[config.mk]
export PLATFORM = sky130hd
export DESIGN_NAME = chh_handshake_port
export DESIGN_NICKNAME = d
export VERILOG_FILES = /design/src/logic/chh_pkg.sv /design/src/logic/chh_handshake_port.sv /design/src/logic/chh_trig_filter.sv
export VERILOG_INCLUDE_DIRS = /design/src /design/src/logic
export SDC_FILE = /design/constraint.sdc
export NUM_CORES = 1
export LEC_CHECK = 0
export BUFFER_PORTS_ARGS = -buffer_cell sky130_fd_sc_hd__buf_2
export CORE_MARGIN = 10
export CORE_UTILIZATION = 30
export DETAILED_ROUTE_END_ITERATION = 10
export GPL_TIMING_DRIVEN = 0
export PLACE_DENSITY = 0.57
export REMOVE_ABC_BUFFERS = 1
export SLEW_MARGIN = 40
export SYNTH_ARGS = -nofsm -noshare
export SYNTH_HDL_FRONTEND = slang
export SYNTH_SLANG_ARGS = --single-unit
[constraint.sdc]
create_clock -name clk -period 3.7 [get_ports clk]
set_input_delay 0.185 -clock clk [delete_from_list [all_inputs] [get_ports clk]]
set_output_delay 0.185 -clock clk [all_outputs]
set_load 0.02 [all_outputs]
[src/logic/chh_map.svh]
// constant map for the component handler handshake port
// assumes a 10 MHz core clock
`ifndef CHH_MAP_SVH
`define CHH_MAP_SVH
`define CHH_CLK_HZ 10000000
`define CHH_TRIG_SHORT_NS 5000
`define CHH_TRIG_LONG_NS 50000
`define CHH_MEAS_DELAY_NS 200000
`define CHH_NS_PER_S 1000000000
// least times round up to whole cycles
`define CHH_TRIG_SHORT_CYC ((`CHH_TRIG_SHORT_NS*(`CHH_CLK_HZ/1000000)+999)/1000)
`define CHH_TRIG_LONG_CYC ((`CHH_TRIG_LONG_NS*(`CHH_CLK_HZ/1000000)+999)/1000)
`define CHH_MEAS_DELAY_CYC ((`CHH_MEAS_DELAY_NS*(`CHH_CLK_HZ/1000000)+999)/1000)
`define CHH_NUM_POINTS 10
`define CHH_NUM_BINS 11
`define CHH_REG_CTRL 32'h0000_0000
`define CHH_REG_STATUS 32'h0000_0004
`define CHH_REG_RESULT 32'h0000_0008
`define CHH_REG_DISP 32'h0000_000C
`define CHH_CTRL_RESET 32'h0000_0000
`define CHH_DISP_RESET 32'h0000_0000
`define CHH_CTRL_MODE_LSB 0
`define CHH_CTRL_JPOL 2
`define CHH_CTRL_CPOL 3
`define CHH_CTRL_WSEL 4
`define CHH_CTRL_NPTS_LSB 8
`define CHH_STAT_EOC 0
`define CHH_STAT_BUSY 1
`define CHH_STAT_STATE_LSB 4
`endif

[src/logic/chh_pkg.sv]
// types for the component handler handshake port
// assumes chh_map.svh for numbers
package chh_pkg;
  typedef enum logic [1:0] {
    CHH_MODE_COMPARE = 2'h0,
    CHH_MODE_SEQ = 2'h1,
    CHH_MODE_STEP = 2'h2
  } chh_mode_t;
  typedef enum logic [5:0] {
    CHH_IDLE = 6'h01,
    CHH_DELAY = 6'h02,
    CHH_CONVERT = 6'h04,
    CHH_CALC = 6'h08,
    CHH_WAIT_TRIG = 6'h10,
    CHH_DONE = 6'h20
  } chh_state_t;
endpackage : chh_pkg

[src/logic/chh_handshake_port.sv]
// handler handshake port: trigger in, eoc/busy and judgments out
// assumes a classic wishbone master, and that the measuring core
// reports conversion and calculation completion as one-cycle pulses
// Behaviour
// comparator mode drives bin on eleven outputs
// qualified trigger pulse starts a measurement
// eoc at conversion end, then calculate
// busy marks measuring, calculating or comparing
// selectable polarity for judgment and control outputs
// handler holds trigger at least selected width
// start delay at least fixed least delay
// trigger accepted right after eoc
// list bins one to ten flag point fails
// bin zero flags any failed step
// list judgments update only after sweep ends
// sequential eoc after final step conversion
// sequential busy done after all results valid
// per-step eoc after each step conversion
// per-step busy done after each step valid
// handler uses results after final busy only
// handler ignores data between eoc and busy
// triggers during conversion are ignored
`timescale 1ns/1ps
`default_nettype none
`include "chh_map.svh"
module chh_handshake_port
  import chh_pkg::*;
#(
  parameter int CW = 16,
  parameter int DELAY_CYC = `CHH_MEAS_DELAY_CYC
) (
  input wire logic clk, // core clock
  input wire logic srst, // sync reset
  input wire logic [31:0] wb_adr_i, // wishbone address
  input wire logic [31:0] wb_dat_i, // wishbone write data
  output logic [31:0] wb_dat_o, // wishbone read data
  input wire logic wb_we_i, // wishbone write enable
  input wire logic [3:0] wb_sel_i, // wishbone byte selects
  input wire logic wb_cyc_i, // wishbone cycle
  input wire logic wb_stb_i, // wishbone strobe
  output logic wb_ack_o, // wishbone acknowledge
  output logic wb_err_o, // wishbone error, unmapped address
  input wire logic trigIn, // trigger pin, asserted level from handler
  output logic convStart, // pulse: start analog conversion
  input wire logic convDone, // pulse: conversion finished
  input wire logic calcDone, // pulse: correction and compare done
  input wire logic [3:0] binResult, // bin number of the part
  input wire logic stepFail, // current step out of limit
  output logic [3:0] stepIndex, // sweep step being measured
  output logic [10:0] judgeOut, // judgment pins, selected level
  output logic eocOut, // end of conversion pin, selected level
  output logic busyOut // busy pin, selected level
);
  import chh_pkg::*;

  localparam int NP = `CHH_NUM_POINTS;
  localparam int NB = `CHH_NUM_BINS;

  logic [31:0] ctrlReg;
  logic [31:0] dispReg;
  chh_state_t stateReg;
  logic [CW-1:0] cntReg;
  logic eocReg;
  logic busyReg;
  logic [NB-1:0] judgeReg;
  logic [NP-1:0] failReg;
  logic trigValid;
  logic [CW-1:0] trigWidth;
  logic [CW-1:0] delayMax;
  chh_mode_t mode;
  logic [3:0] numPts;
  logic lastStep;
  logic busAcc;
  logic mapped;
  logic [31:0] rdData;
  logic pendReg;
  logic startOk;

  assign mode = chh_mode_t'(ctrlReg[`CHH_CTRL_MODE_LSB +: 2]);
  assign numPts = (ctrlReg[`CHH_CTRL_NPTS_LSB +: 4] == 4'h0 ||
    ctrlReg[`CHH_CTRL_NPTS_LSB +: 4] > 4'(NP)) ? 4'(NP)
    : ctrlReg[`CHH_CTRL_NPTS_LSB +: 4];
  assign lastStep = (stepIndex + 4'h1 >= numPts);
  assign trigWidth = ctrlReg[`CHH_CTRL_WSEL] ?
    CW'(`CHH_TRIG_LONG_CYC) : CW'(`CHH_TRIG_SHORT_CYC);
  // display time extends the start window upper bound
  assign delayMax = CW'(DELAY_CYC) + dispReg[CW-1:0];
  // a start needs a resting state; calc only parks it
  assign startOk = (trigValid || pendReg) && (stateReg == CHH_IDLE ||
    stateReg == CHH_WAIT_TRIG || stateReg == CHH_DONE);

  chh_trig_filter #(.W(CW)) uTrig (
    .clk(clk),
    .srst(srst),
    .trigPin(trigIn),
    .minWidth(trigWidth),
    .trigValid(trigValid)
  );

  // measurement sequencer
  always_ff @(posedge clk) begin
    if (srst) begin
      stateReg <= CHH_IDLE;
      cntReg <= '0;
      stepIndex <= 4'h0;
      convStart <= 1'b0;
    end else begin
      convStart <= 1'b0;
      unique case (stateReg)
        CHH_IDLE, CHH_WAIT_TRIG, CHH_DONE, CHH_CALC: begin
          // post-eoc trigger parked in calc starts here; R18 blocks CONVERT
          if (startOk) begin
            stateReg <= CHH_DELAY;
            cntReg <= '0;
            if (stateReg != CHH_WAIT_TRIG) begin
              stepIndex <= 4'h0;
            end
          end else if (stateReg == CHH_CALC && calcDone) begin
            if (mode == CHH_MODE_STEP && !lastStep) begin
              stateReg <= CHH_WAIT_TRIG;
              stepIndex <= stepIndex + 4'h1;
            end else if (mode == CHH_MODE_SEQ && !lastStep) begin
              stateReg <= CHH_CONVERT;
              stepIndex <= stepIndex + 4'h1;
              convStart <= 1'b1;
            end else begin
              stateReg <= CHH_DONE;
            end
          end
        end
        CHH_DELAY: begin
          cntReg <= cntReg + CW'(1);
          if (cntReg + CW'(1) >= CW'(DELAY_CYC)) begin
            stateReg <= CHH_CONVERT;
            convStart <= 1'b1;
          end
        end
        CHH_CONVERT: begin
          if (convDone) begin
            stateReg <= CHH_CALC;
          end
        end
      endcase
    end
  end

  // eoc: comparator every part, seq last step, step every step
  always_ff @(posedge clk) begin
    if (srst) begin
      eocReg <= 1'b0;
    end else if (stateReg == CHH_CONVERT && convDone) begin
      if (mode == CHH_MODE_SEQ) begin
        eocReg <= lastStep;
      end else begin
        eocReg <= 1'b1;
      end
    end else if (stateReg == CHH_DELAY) begin
      eocReg <= 1'b0;
    end
  end

  // trigger qualified during calc after eoc, kept until the start it requests is taken
  always_ff @(posedge clk) begin
    if (srst) begin
      pendReg <= 1'b0;
    end else if (trigValid && stateReg == CHH_CALC && eocReg) begin
      pendReg <= 1'b1;
    end else if (startOk) begin
      pendReg <= 1'b0;
    end
  end

  // busy high from trigger until data valid
  always_ff @(posedge clk) begin
    if (srst) begin
      busyReg <= 1'b0;
    end else if (startOk) begin
      busyReg <= 1'b1;
    end else if (stateReg == CHH_CALC && calcDone) begin
      if (mode == CHH_MODE_SEQ) begin
        busyReg <= !lastStep;
      end else begin
        busyReg <= 1'b0;
      end
    end
  end

  // per-point fail capture and judgment update
  always_ff @(posedge clk) begin
    if (srst) begin
      failReg <= '0;
      judgeReg <= '0;
    end else if (stateReg == CHH_CALC && calcDone) begin
      if (mode == CHH_MODE_COMPARE) begin
        for (int i = 0; i < NB; i++) begin
          judgeReg[i] <= (binResult == 4'(i));
        end
      end else if (lastStep) begin
        judgeReg[0] <= (|failReg) | stepFail;
        for (int i = 0; i < NP; i++) begin
          judgeReg[i+1] <= (4'(i) == stepIndex) ? stepFail
            : failReg[i];
        end
        failReg <= '0;
      end else begin
        failReg[stepIndex] <= stepFail;
      end
    end
  end

  // output polarity, selected level per group
  always_ff @(posedge clk) begin
    if (srst) begin
      judgeOut <= '0;
      eocOut <= 1'b0;
      busyOut <= 1'b0;
    end else begin
      judgeOut <= judgeReg ^ {NB{ctrlReg[`CHH_CTRL_JPOL]}};
      eocOut <= eocReg ^ ctrlReg[`CHH_CTRL_CPOL];
      busyOut <= busyReg ^ ctrlReg[`CHH_CTRL_CPOL];
    end
  end

  // wishbone slave, one wait state
  assign busAcc = wb_cyc_i && wb_stb_i && !wb_ack_o && !wb_err_o;
  always_comb begin
    mapped = 1'b1;
    rdData = 32'h0000_0000;
    case (wb_adr_i)
      `CHH_REG_CTRL: rdData = ctrlReg;
      `CHH_REG_STATUS: rdData = {26'h0, stateReg} <<
        `CHH_STAT_STATE_LSB | {30'h0, busyReg, eocReg};
      `CHH_REG_RESULT: rdData = {21'h0, judgeReg};
      `CHH_REG_DISP: rdData = dispReg;
      default: mapped = 1'b0;
    endcase
  end

  always_ff @(posedge clk) begin
    if (srst) begin
      wb_ack_o <= 1'b0;
      wb_err_o <= 1'b0;
      wb_dat_o <= 32'h0000_0000;
    end else begin
      wb_ack_o <= busAcc && mapped;
      wb_err_o <= busAcc && !mapped;
      wb_dat_o <= (busAcc && mapped && !wb_we_i) ? rdData : 32'h0000_0000;
    end
  end

  for (genvar b = 0; b < 4; b++) begin : gLane
    always_ff @(posedge clk) begin
      if (srst) begin
        ctrlReg[8*b +: 8] <= 8'(`CHH_CTRL_RESET >> (8*b));
        dispReg[8*b +: 8] <= 8'(`CHH_DISP_RESET >> (8*b));
      end else if (busAcc && wb_we_i && wb_sel_i[b]) begin
        if (wb_adr_i == `CHH_REG_CTRL) begin
          ctrlReg[8*b +: 8] <= wb_dat_i[8*b +: 8];
        end
        if (wb_adr_i == `CHH_REG_DISP) begin
          dispReg[8*b +: 8] <= wb_dat_i[8*b +: 8];
        end
      end
    end
  end

  a_start_delay: assert property (@(posedge clk) disable iff (srst)
    $rose(convStart) && $past(stateReg) == CHH_DELAY |->
    $past(cntReg) + CW'(1) >= CW'(DELAY_CYC) && cntReg <= delayMax)
    else $error("start before least delay");
  a_ignore_conv: assert property (@(posedge clk) disable iff (srst)
    stateReg == CHH_CONVERT && !convDone |=> stateReg == CHH_CONVERT)
    else $error("conversion left early");
  a_eoc_compare: assert property (@(posedge clk) disable iff (srst)
    stateReg == CHH_CONVERT && convDone && mode != CHH_MODE_SEQ |=> eocReg)
    else $error("eoc missing after conversion");
  a_eoc_seq: assert property (@(posedge clk) disable iff (srst)
    stateReg == CHH_CONVERT && convDone && mode == CHH_MODE_SEQ
    && !lastStep |=> !eocReg)
    else $error("seq eoc before last step");
  a_busy_seq: assert property (@(posedge clk) disable iff (srst)
    stateReg == CHH_CALC && calcDone && mode == CHH_MODE_SEQ
    && !lastStep |=> busyReg)
    else $error("seq busy dropped early");
  a_busy_step: assert property (@(posedge clk) disable iff (srst)
    stateReg == CHH_CALC && calcDone && mode == CHH_MODE_STEP
    |=> !busyReg)
    else $error("step busy not released");
  a_bin_onehot: assert property (@(posedge clk) disable iff (srst)
    stateReg == CHH_CALC && calcDone && mode == CHH_MODE_COMPARE
    && binResult < 4'(NB) |=> $onehot(judgeReg))
    else $error("bin outputs not one-hot");
  a_overall_fail: assert property (@(posedge clk) disable iff (srst)
    mode != CHH_MODE_COMPARE && $changed(judgeReg) |->
    judgeReg[0] == |judgeReg[NB-1:1])
    else $error("overall fail mismatch");
  a_polarity: assert property (@(posedge clk) disable iff (srst)
    ##1 eocOut == ($past(eocReg) ^ $past(ctrlReg[`CHH_CTRL_CPOL])))
    else $error("eoc level wrong");
  a_pend_start: assert property (@(posedge clk) disable iff (srst)
    pendReg && stateReg == CHH_DONE |=> stateReg == CHH_DELAY && busyReg)
    else $error("parked trigger not started");
  c_compare: cover property (@(posedge clk)
    mode == CHH_MODE_COMPARE && stateReg == CHH_CALC && calcDone);
  c_seq_done: cover property (@(posedge clk)
    mode == CHH_MODE_SEQ && $rose(stateReg == CHH_DONE));
  c_step_wait: cover property (@(posedge clk)
    mode == CHH_MODE_STEP && stateReg == CHH_WAIT_TRIG && trigValid);
  c_trig_eoc: cover property (@(posedge clk) eocReg && trigValid);
endmodule : chh_handshake_port
`default_nettype wire

[src/logic/chh_trig_filter.sv]
// trigger input synchroniser and pulse width qualifier
// assumes an asynchronous trigger pin from the handler
`timescale 1ns/1ps
`default_nettype none
`include "chh_map.svh"
module chh_trig_filter #(
  parameter int W = 10
) (
  input wire logic clk, // core clock
  input wire logic srst, // sync reset
  input wire logic trigPin, // raw trigger pin, asserted level
  input wire logic [W-1:0] minWidth, // least width in cycles
  output logic trigValid // one cycle once width met
);
  logic sync1Reg;
  logic sync2Reg;
  logic [W-1:0] cntReg;
  logic firedReg;

  always_ff @(posedge clk) begin
    if (srst) begin
      sync1Reg <= 1'b0;
      sync2Reg <= 1'b0;
    end else begin
      sync1Reg <= trigPin;
      sync2Reg <= sync1Reg;
    end
  end

  // width count; fires once per pulse
  always_ff @(posedge clk) begin
    if (srst || !sync2Reg) begin
      cntReg <= '0;
      firedReg <= 1'b0;
      trigValid <= 1'b0;
    end else begin
      trigValid <= 1'b0;
      if (!firedReg) begin
        if (cntReg + W'(1) >= minWidth) begin
          firedReg <= 1'b1;
          trigValid <= 1'b1;
        end else begin
          cntReg <= cntReg + W'(1);
        end
      end
    end
  end
endmodule : chh_trig_filter
`default_nettype wire

; ---- Word-level counts from Yosys, hierarchy flattened
; Cells that the tools add are included.
[totals]
register_bits = 182
latch_bits = 0
mem_bits_rw = 0
romBits = 0
in_bits = 81
output_inout_bits = 52
wordCells = 192
n_memories = 0
[op_classes]
add_sub_neg = 3
multipliers = 0
div_mod_pow = 0
n_lt_le_gt_ge = 6
eq_ne = 36
shift = 0
n_mux = 50
bitwise = 9
reduce_logical = 60
[ops]
columns = op, count
row1 = $pmux W32 S4, 1
row2 = $eq A32 B4 Y1 const B, 2
row3 = $mux W6, 6
row4 = $add A16 B1 Y16 const B, 2
row5 = $eq A32 B3 Y1 const B, 1
row6 = $logic_not A32 Y1, 1
row7 = $pmux W16 S2, 1
row8 = $mux W1, 27
row9 = $mux W4, 6
row10 = $reduce_and A2 Y1, 12
row11 = $mux W11, 2
row12 = $logic_and A1 B1 Y1, 19
row13 = $pmux W6 S3, 1
row14 = $eq A3 B4 Y1 const A, 4
row15 = $eq A4 B3 Y1 const B, 4
row16 = $ge A16 B11 Y1 const B, 1
row17 = $ge A16 B9 Y1, 1
row18 = $mux W16, 1
row19 = $eq A4 B4 Y1 const B, 3
row20 = $logic_not A4 Y1, 3
row21 = $xor A11 B11 Y11, 1
row22 = $bwmux W10, 1
row23 = $mux W10, 1
row24 = $or A10 B2 Y10, 1
row25 = 38 further kinds, 62

; ---- Longest topological paths before layout
; Gate-level depths: netlist (run 1).
[logic_depth]
word_depth = 11
depth_mapped = 11
depth_no_buf = 10

; ---- By module
; From an unflattened synthesis (run 1), not the netlist that was laid out.
[hier_totals]
hier_cells = 978
hier_area_um2 = 8709.6
[by_module_without_submodules]
columns = module, instances, cells_per_inst, area_each_um2, seq_area_each_um2
row1 = chh_handshake_port, 1, 808, 7309.5, 3243.1
row2 = chh_trig_filter, 1, 170, 1400.1, 400.4

; ---- Least setup slack after synthesis (run 1)
; Ideal clock, no wire load.
[synth_timing]
path_kind = flip-flop to flip-flop
startpoint = reg stepIndex[0]
endpoint = reg failReg[9]
setup_time_ns = 0.070
arrival_ns = 2.599
t_required_ns = 3.630
path_slack_ns = 1.030
stages_incl_launch_ff = 10
n_path_buf = 1
period_less_slack_ns = 2.670
cell_sequence = dfxtp_1 inv_1 ha_1 ha_1 a21o_1 a21o_1 clkbuf_1 a21o_1 or4_1 a21oi_1
[synth_via]
elab_chain_len = 6
word_cells_on_any_way = 9
cone_classes = 1 x add/sub / 3 x order compare / 4 x mux / 1 x reduce/logical
[synth_rtl]
columns = element, line_no
row1 = start: declaration, chh_handshake_port.sv:49  ; output logic [3:0] stepIndex,
row2 = start signal: assignment, chh_handshake_port.sv:121  ; stepIndex <= stepIndex + 4'h1;
row3 = start signal: assignment, chh_handshake_port.sv:124  ; stepIndex <= stepIndex + 4'h1;
row4 = $lt A4 B5 Y1 (implied by the code) or $ge A4 B1 Y1 (tied branches), chh_handshake_port.sv:206  ; failReg[stepIndex] <= stepFail;
row5 = $logic_and A1 B1 Y1 (implied by the code), chh_handshake_port.sv:206
row6 = $mux W1 (implied by the code), chh_handshake_port.sv:206
row7 = $demux W1 S4, chh_handshake_port.sv:206
row8 = $bwmux W10, chh_handshake_port.sv:206
row9 = $mux W10 *, chh_handshake_port.sv:198  ; end else if (lastStep) begin
row10 = end signal: indexed assignment, chh_handshake_port.sv:206
row11 = end: declaration, chh_handshake_port.sv:66  ; logic [NP-1:0] failReg;
; Mark *: on every way between the ends. The rest lies on a longest branch, timed or not.
; A chain may end at the register's enable or synchronous reset.

; ---- Worst setup path in the final report (run 1)
[layout_timing]
startpoint = reg stepIndex[0]
endpoint = reg failReg[5]
; Same word-level chain as after synthesis.

==> metrics, run 1 <==
FFs w/ async S/R, synth=0%; hpwl dp=between 15 and 20 mm; DIE AREA=~36000 sq um; Yosys reg bits=182; Sink Count=between 150 and 200; H-tree depth=4; Routed Antenna Nets=0; Reg power frac=approximately half; CTS tree=done; Critical Path AT=3320 ps; Post-Syn Area=about 8600 sq um; Final Instance Area=roughly 10000 sq um; global-route wire length before repair=roughly 40 mm; worst hold path depth=3; vias in the first global route=approximately 7100; combinational power share=5.6%; Yosys top cell by area=dfxtp_1; Setup TNS=0 ps; IO Port Bufs=132; sequential fraction of the synthesis area=42.3%; Least-Margin Pin Slew=between 800 and 900 ps; Area Growth Syn to Fin=20.9%; R2R Path Start=stepIndex[0]$_SDFFE_PP0P_; clock share of power=~45%; placed insts=about 1400; detailed-route DRC error count=0; IO Pins=approximately 130; root buffer cell=clkbuf_16; leading cell type in the layout, fill and taps excluded=dfxtp_1; Worst VDD drop=~0.34 mV; Placer Congestion=about 0.84; wirelength, routed=about 24 mm; critical-path maximum fanout=16; Routed wire per std cell=16.5 um; drt initial violations=577; ant diodes=0; Reg2Reg Capture Point=failReg[5]$_SDFFE_PP0P_; Non-Filler Instances=approximately 1500; post-synth top area share=42.3%; gate count of the mapped netlist=around 960; max incr delay on CP=between 700 and 800 ps; LEAKAGE=between 3 and 4 nW; pre-CTS WS=about 800 ps; largest net degree at the start of global routing=76; status=complete, no violations; chip height=189 um; Required @ worst endpoint=between 4000 and 5000 ps; RSZ-0062 raised after global routing=false; most frequent cells in the layout=182 x dfxtp_1, 149 x nor2_1, 132 x buf_2, 83 x mux2i_1, 47 x a21oi_1; Initial DRT Pass Iterations=5; Pint=about 3 mW; Sw Share=around a quarter; PwrDens=around 390 nW/um^2; Sw Pwr=between 1 and 1.5 mW; CP max stage cell=a2111oi_4; routed vias/inst=about 5.1; initial antenna violation count=2; Horiz. Die Dim=189 um; Core Region=28000 sq um; number of flops mapped to enable cells by yosys=0; CTS clk-pin slew, worst paths=about 80 ps; DR vias=7405; Hold Path Class=in -> reg; Final Skew=~8.5 ps; leading post-synthesis cells by cell area=dfxtp_1 42%, mux2i_1 9.7%, nor2_1 6.5%; row cnt=approximately 60; Post-CTS Setup Inserts=0; Max Clk Rate=~0.34 GHz; Crit. End Element=flip-flop; CP startpoint kind=flip-flop; Congestion Overflow GR=0; Final setup viols=0; MaxCap Viol Count=0; ordered list of cells on the worst path=inv_1, ha_1, ha_1, a21o_1, a21o_1, a2111oi_4, nand3_1, a21oi_1; clk buf depth=2; dpl cell area=around 9600 sq um; final setup margin=~740 ps; flop-to-flop setup slack=740 ps; top_reg_cell synth=dfxtp_1; WHS Endpoint=dispReg[25]$_SDFFE_PP0P_; gr usage total=about an eighth; yosys warns=0; Final min period=2960 ps; NumNets Final=between 1000 and 1500; Netlist cell types=70; r2r worst-path depth=8; WS Path Type=reg -> reg; slew margin rel.=between 40% and 50%; hold path start=wb_dat_i[25]; Max Transition Viols Final=0; initial core utilization=30.7%; Final Hold Fails=0; Final Cycle Share=between 70% and 80%; clk_lat worst skew=440 ps; syn_area_per_cell=between 8 and 9 sq um; cts bufs inserted=17; layout cell share with drive strength beyond 1=approximately a fifth
final cells by class:
| type | count | area, sq um |
|---|---|---|
| Inverter | 10 | 37.5 |
| Clock buffer | 18 | 429 |
| Timing Repair Buffer | 166 | 1010 |
| Tap cell | 378 | 473 |
| Multi-Input combinational cell | 690 | 4630 |
| Sequential cell | 182 | 3640 |
| Fill cell | 2852 | 17600 |
| Clock inverter | 14 | 180 |
stage by stage:
step / hold WS [ps] / util (%) / power [mW]
global route: 18.4 / 37.1 / 4.23
detailed placement: 403 / 34.1 / 2.25
floorplan: 254 / - / 2.13
finish: 12.0 / 37.1 / 4.06
CTS: 0.357 / 37.1 / 4.11
global placement: 407 / 33.7 / 2.24
critical path, delay by kind of cell (launching register included):
family | cells | cell delay (ps)
AND/OR/NAND/NOR | 1 | 140
adder cells (fa/ha/maj) | 2 | 650
flip-flops | 1 | 480
buffers and inverters | 1 | 130
AO/OA/AOI/OAI | 4 | 1470
kinds of logic after synthesis:
family	after synthesis	synth area share [%]
mux	94	11.7
flops	182	42.3
compound gates	178	14.3
xor+xnor	29	2.95
simple gates	373	22.3
buf+inv	85	4.00
fa+ha+maj	16	2.33
timing repair:
| item | 4_1_cts | 5_1_grt |
|---|---|---|
| resized for setup | 0 | 0 |
| endpoints found under the hold margin | 41 | 0 |
| hold buffers | 24 | 0 |
| endpoints found under the setup margin | 0 | 0 |
flip-flops by register name (all words and copies together) (netlist names), 4 cells and up:
register and count:
cntReg 16, stepIndex 4, failReg 10, stateReg 6
uTrig.cntReg 16, judgeOut 11, dispReg 32, wb_dat_o 32
ctrlReg 32, judgeReg 11
power by group through the flow:
| stage | clock network, mW | logic [mW] | registers, mW |
|---|---|---|---|
| 5_1_grt | 1.97 | 0.251 | 2.00 |
| 2_1_floorplan | 0 | 0.0945 | 2.04 |
| 4_1_cts | 1.89 | 0.229 | 2.00 |
| 3_5_place_dp | 0 | 0.206 | 2.04 |
| 3_3_place_gp | 0 | 0.198 | 2.04 |
| 6_report | 1.84 | 0.228 | 2.00 |
worst max-delay path by stage:
| stage | startpoint | end | slack [ps] |
|---|---|---|---|
| after floorplan | wb_adr_i[26] | dispReg[0]$_SDFFE_PP0P_ | 800 |
| after global placement | wb_adr_i[13] | dispReg[13]$_SDFFE_PP0P_ | -1040 |
| after detailed placement | uTrig.cntReg[0]$_SDFFE_PP0P_ | uTrig.cntReg[1]$_SDFFE_PP0P_ | 790 |
| after CTS | uTrig.cntReg[0]$_SDFFE_PP0P_ | uTrig.cntReg[1]$_SDFFE_PP0P_ | 740 |
| after global routing | stepIndex[0]$_SDFFE_PP0P_ | failReg[2]$_SDFFE_PP0P_ | 470 |
| final | stepIndex[0]$_SDFFE_PP0P_ | failReg[5]$_SDFFE_PP0P_ | 740 |
cells in the mapped netlist, types with 3 or more instances:
library cell  number
a211o_1            3
a211oi_1           6
a21o_1             4
a21oi_1           47
a221oi_1          11
a22o_1             3
a22oi_1           31
a311oi_1           5
a31o_2             3
a31oi_1            5
and2_1             5
and3_1            13
buf_2             12
clkbuf_1          57
dfxtp_1          182
ha_1              16
inv_1             10
mux2_2             6
mux2i_1           83
mux4_2             5
nand2_1           41
nand2b_1          17
nand3_1           32
nand3b_1           7
nand4_1           11
nand4b_1           5
nor2_1           150
nor2b_1           13
nor3_1            30
nor3b_1            7
nor4_1            18
nor4_4             3
o21ai_0           25
o22ai_1            7
o31ai_1            4
o32ai_1            4
or3_1              4
xnor2_1           20
xor2_1             9
routing by layer:
metal	share of wire, %	track usage (%)
met5	0.14	0
met4	1.3	3.30
met1	47	16.8
met3	5.4	3.55
met2	46	22.0
Note: power is estimated with default switching activity, not from simulation.
==> inputs of run 2 (changes only) <==
--- a/config.mk
+++ b/config.mk
@@ -11,7 +11,7 @@
 export CORE_UTILIZATION = 30
 export DETAILED_ROUTE_END_ITERATION = 10
 export GPL_TIMING_DRIVEN = 0
-export PLACE_DENSITY = 0.57
+export PLACE_DENSITY = 0.58
 export REMOVE_ABC_BUFFERS = 1
 export SLEW_MARGIN = 40
 export SYNTH_ARGS = -nofsm -noshare
==> constraint.sdc (replaced) <==
create_clock -name clk -period 2.6 [get_ports clk]
set_input_delay 0.13 -clock clk [delete_from_list [all_inputs] [get_ports clk]]
set_output_delay 0.13 -clock clk [all_outputs]
set_load 0.02 [all_outputs]
==> run 2 against run 1 <==
  * Register-to-register slack worse by 700 ps
  * Sequential power is 42% higher
  * First-iteration DRC count is 1.0% higher
  * Global-route usage hardly changed
  * Clock power is 44% higher
  * Sequential share of layout area is 1.3 points lower
  * Cell count is 1.9% higher
  * Critical endpoint is now uTrig.cntReg[7]$_SDFFE_PP0P_
  * Wire length is 1.9% higher
  * Via count is 1.7% higher
  * Sequential cell count stayed put
  * Power is 44% higher
==> metrics, run 2 (same netlist as run 1, synthesis figures left out) <==
Largest regs=ctrlReg: 32 flops, dispReg: 32 flops, wb_dat_o: 32 flops; clk buf depth=2 (unchanged); hpwl dp=17.5 mm (-0.12%); CTS tree=done; PwrDens=535 nW/um^2 (+37%); CTS clk-pin slew, worst paths=80 ps (about the same); Crit. End Element=flip-flop; largest net degree at the start of global routing=70 (-7.9%); routed vias/inst=5.07 (-0.24%); row cnt=61 (unchanged); IO Port Bufs=132 (unchanged); Sink Count=182 (unchanged); Required @ worst endpoint=2970 ps (-1090 ps); cts bufs inserted=17 (unchanged); Final Skew=16.4 ps (+7.91 ps); initial antenna violation count=5 (+3); sequential cell area=3670 sq um (+0.86%); r2r worst-path depth=10 (+2); Layout fillers=2789 (-2.2%); Max Transition Viols Final=0 (unchanged); flop-to-flop setup slack=40 ps (-700 ps); MaxCap Viol Count=0 (unchanged); drt initial violations=583 (+1.0%); Final Util=38.9% (+1.7 points); worst hold path depth=2 (-1); status=complete, no violations; Setup TNS=0 ps (unchanged); WS Path Type=reg -> reg; total power=5.83 mW (+44%); initial core utilization=30.7% (unchanged); slew margin rel.=47.2% (+0.69 points); Worst VDD drop=0.412 mV (+21%); met3 usage=3.99% (+0.44 points); Final min period=2560 ps (-401 ps); H-tree depth=4 (unchanged); Horiz. Die Dim=189 um (unchanged); Final Hold Fails=0 (unchanged); DR vias=7529 (+1.7%); R2R Path Start=uTrig.cntReg[0]$_SDFFE_PP0P_; vias in the first global route=7033 (-0.64%); DIE AREA=35900 sq um (unchanged); CP startpoint kind=flip-flop; GR Util met1=17.4% (+0.57 points); Congestion Overflow GR=0 (unchanged); multi-input logic area=4840 sq um (+4.5%); Routed wire per std cell=16.5 um (about the same); dpl cell area=9550 sq um (about the same); Core Region=28000 sq um (unchanged); Routed Antenna Nets=0 (unchanged); Max Clk Rate=0.391 GHz (+16%); hold path start=srst; critical-path maximum fanout=8 (-8); met2 GRT Util=20.7% (-1.3 points); Non-Filler Instances=1486 (+1.9%); Hold Path Class=in -> reg; Final Cycle Share=98.3% (+18 points); LEAKAGE=4.00 nW (+4.0%); Placer Congestion=0.834 (-0.18%); root buffer cell=clkbuf_16; Area Growth Syn to Fin=26.6%; Final Instance Area=10900 sq um (+4.7%); detailed-route DRC error count=0 (unchanged); chip height=189 um (unchanged); leading cell type in the layout, fill and taps excluded=dfxtp_1; Least-Margin Pin Slew=790 ps (-11.7 ps); layout cell share with drive strength beyond 1=23.3% (+4.2 points); Critical Path AT=2920 ps (-400 ps); wirelength, routed=24.6 mm (+1.9%); clk_lat worst skew=440 ps (about the same); IO Pins=133 (unchanged); gr usage total=13.3% (about the same); placed insts=1401 (-0.071%); WHS Endpoint=dispReg[17]$_SDFFE_PP0P_; Final setup viols=0 (unchanged); global-route wire length before repair=39.1 mm (+0.25%); NumNets Final=1190 (+2.2%); Reg2Reg Capture Point=uTrig.cntReg[7]$_SDFFE_PP0P_; Initial DRT Pass Iterations=7 (+2); most frequent cells in the layout=171 x dfxtp_1, 147 x nor2_1, 132 x buf_2, 83 x mux2i_1, 46 x a21oi_1; GRT Max-Usage Layer=met2
-- run 2: timing repair --
item / 4_1_cts / 5_1_grt
gates resized for setup: 22 / 32
setup buffers: 4 / 13
pin swaps: 3 / 10
hold endpoints to repair: 66 / 0
cloned: 0 / 0
hold buffers: 34 / 0
endpoints found under the setup margin: 43 / 49
-- run 2: cell type report --
class                           instances  area share (%)
Clock buffer                           17            3.91
Tap cell                              378            4.34
Antenna cell                            2          0.0460
Sequential cell                       182            33.7
Multi-Input combinational cell        690            44.5
Clock inverter                         15            1.79
Inverter                               10           0.345
Timing Repair Buffer                  192            11.3
-- run 2: worst max-delay path, stage by stage, from the launching register on --
cell	delay, ps
dfxtp_4	380
ha_4	270
inv_1	40
ha_1	260
a21bo_2	220
a221oi_2	290
nor3_2	100
a211o_4	390
buf_6	140
nor4_2	170
mux2i_1	210
-- run 2: power by group --
group | switching [mW] | leakage [nW] | total [mW] | internal, mW
Clock | 1.33 | 0.301 | 2.65 | 1.32
Combinational | 0.173 | 2.22 | 0.337 | 0.164
Sequential | 0.0444 | 1.47 | 2.84 | 2.79
Total | 1.55 | 4.00 | 5.83 | 4.28
-- run 2: worst max-delay path by stage --
stage | to | startpoint | slack (ps) | cells past startpoint
floorplan | dispReg[0]$_SDFFE_PP0P_ | wb_adr_i[26] | -250 | 6
global placement | dispReg[5]$_SDFFE_PP0P_ | wb_adr_i[25] | -1930 | 7
detailed placement | uTrig.cntReg[0]$_SDFFE_PP0P_ | uTrig.cntReg[0]$_SDFFE_PP0P_ | -370 | 9
CTS | failReg[9]$_SDFFE_PP0P_ | stepIndex[0]$_SDFFE_PP0P_ | 3 | 8
global route | uTrig.cntReg[7]$_SDFFE_PP0P_ | uTrig.cntReg[0]$_SDFFE_PP0P_ | -60 | 10
finish | uTrig.cntReg[7]$_SDFFE_PP0P_ | uTrig.cntReg[0]$_SDFFE_PP0P_ | 40 | 10
-- run 2: through the flow --
stage	setup WS (ps)	hold WS [ps]
finish	44.6	59.5
global route	-58.1	75.9
CTS	2.72	59.1
detailed placement	-366	362
global placement	-1930	348
floorplan	-249	199
-- run 2: layer usage --
layer | wire length (um) | vias up
li1 | - | 3734
met1 | 11500 | 3572
met2 | 11300 | 193
met3 | 1440 | 24
met4 | 269 | 6
met5 | 51 | -
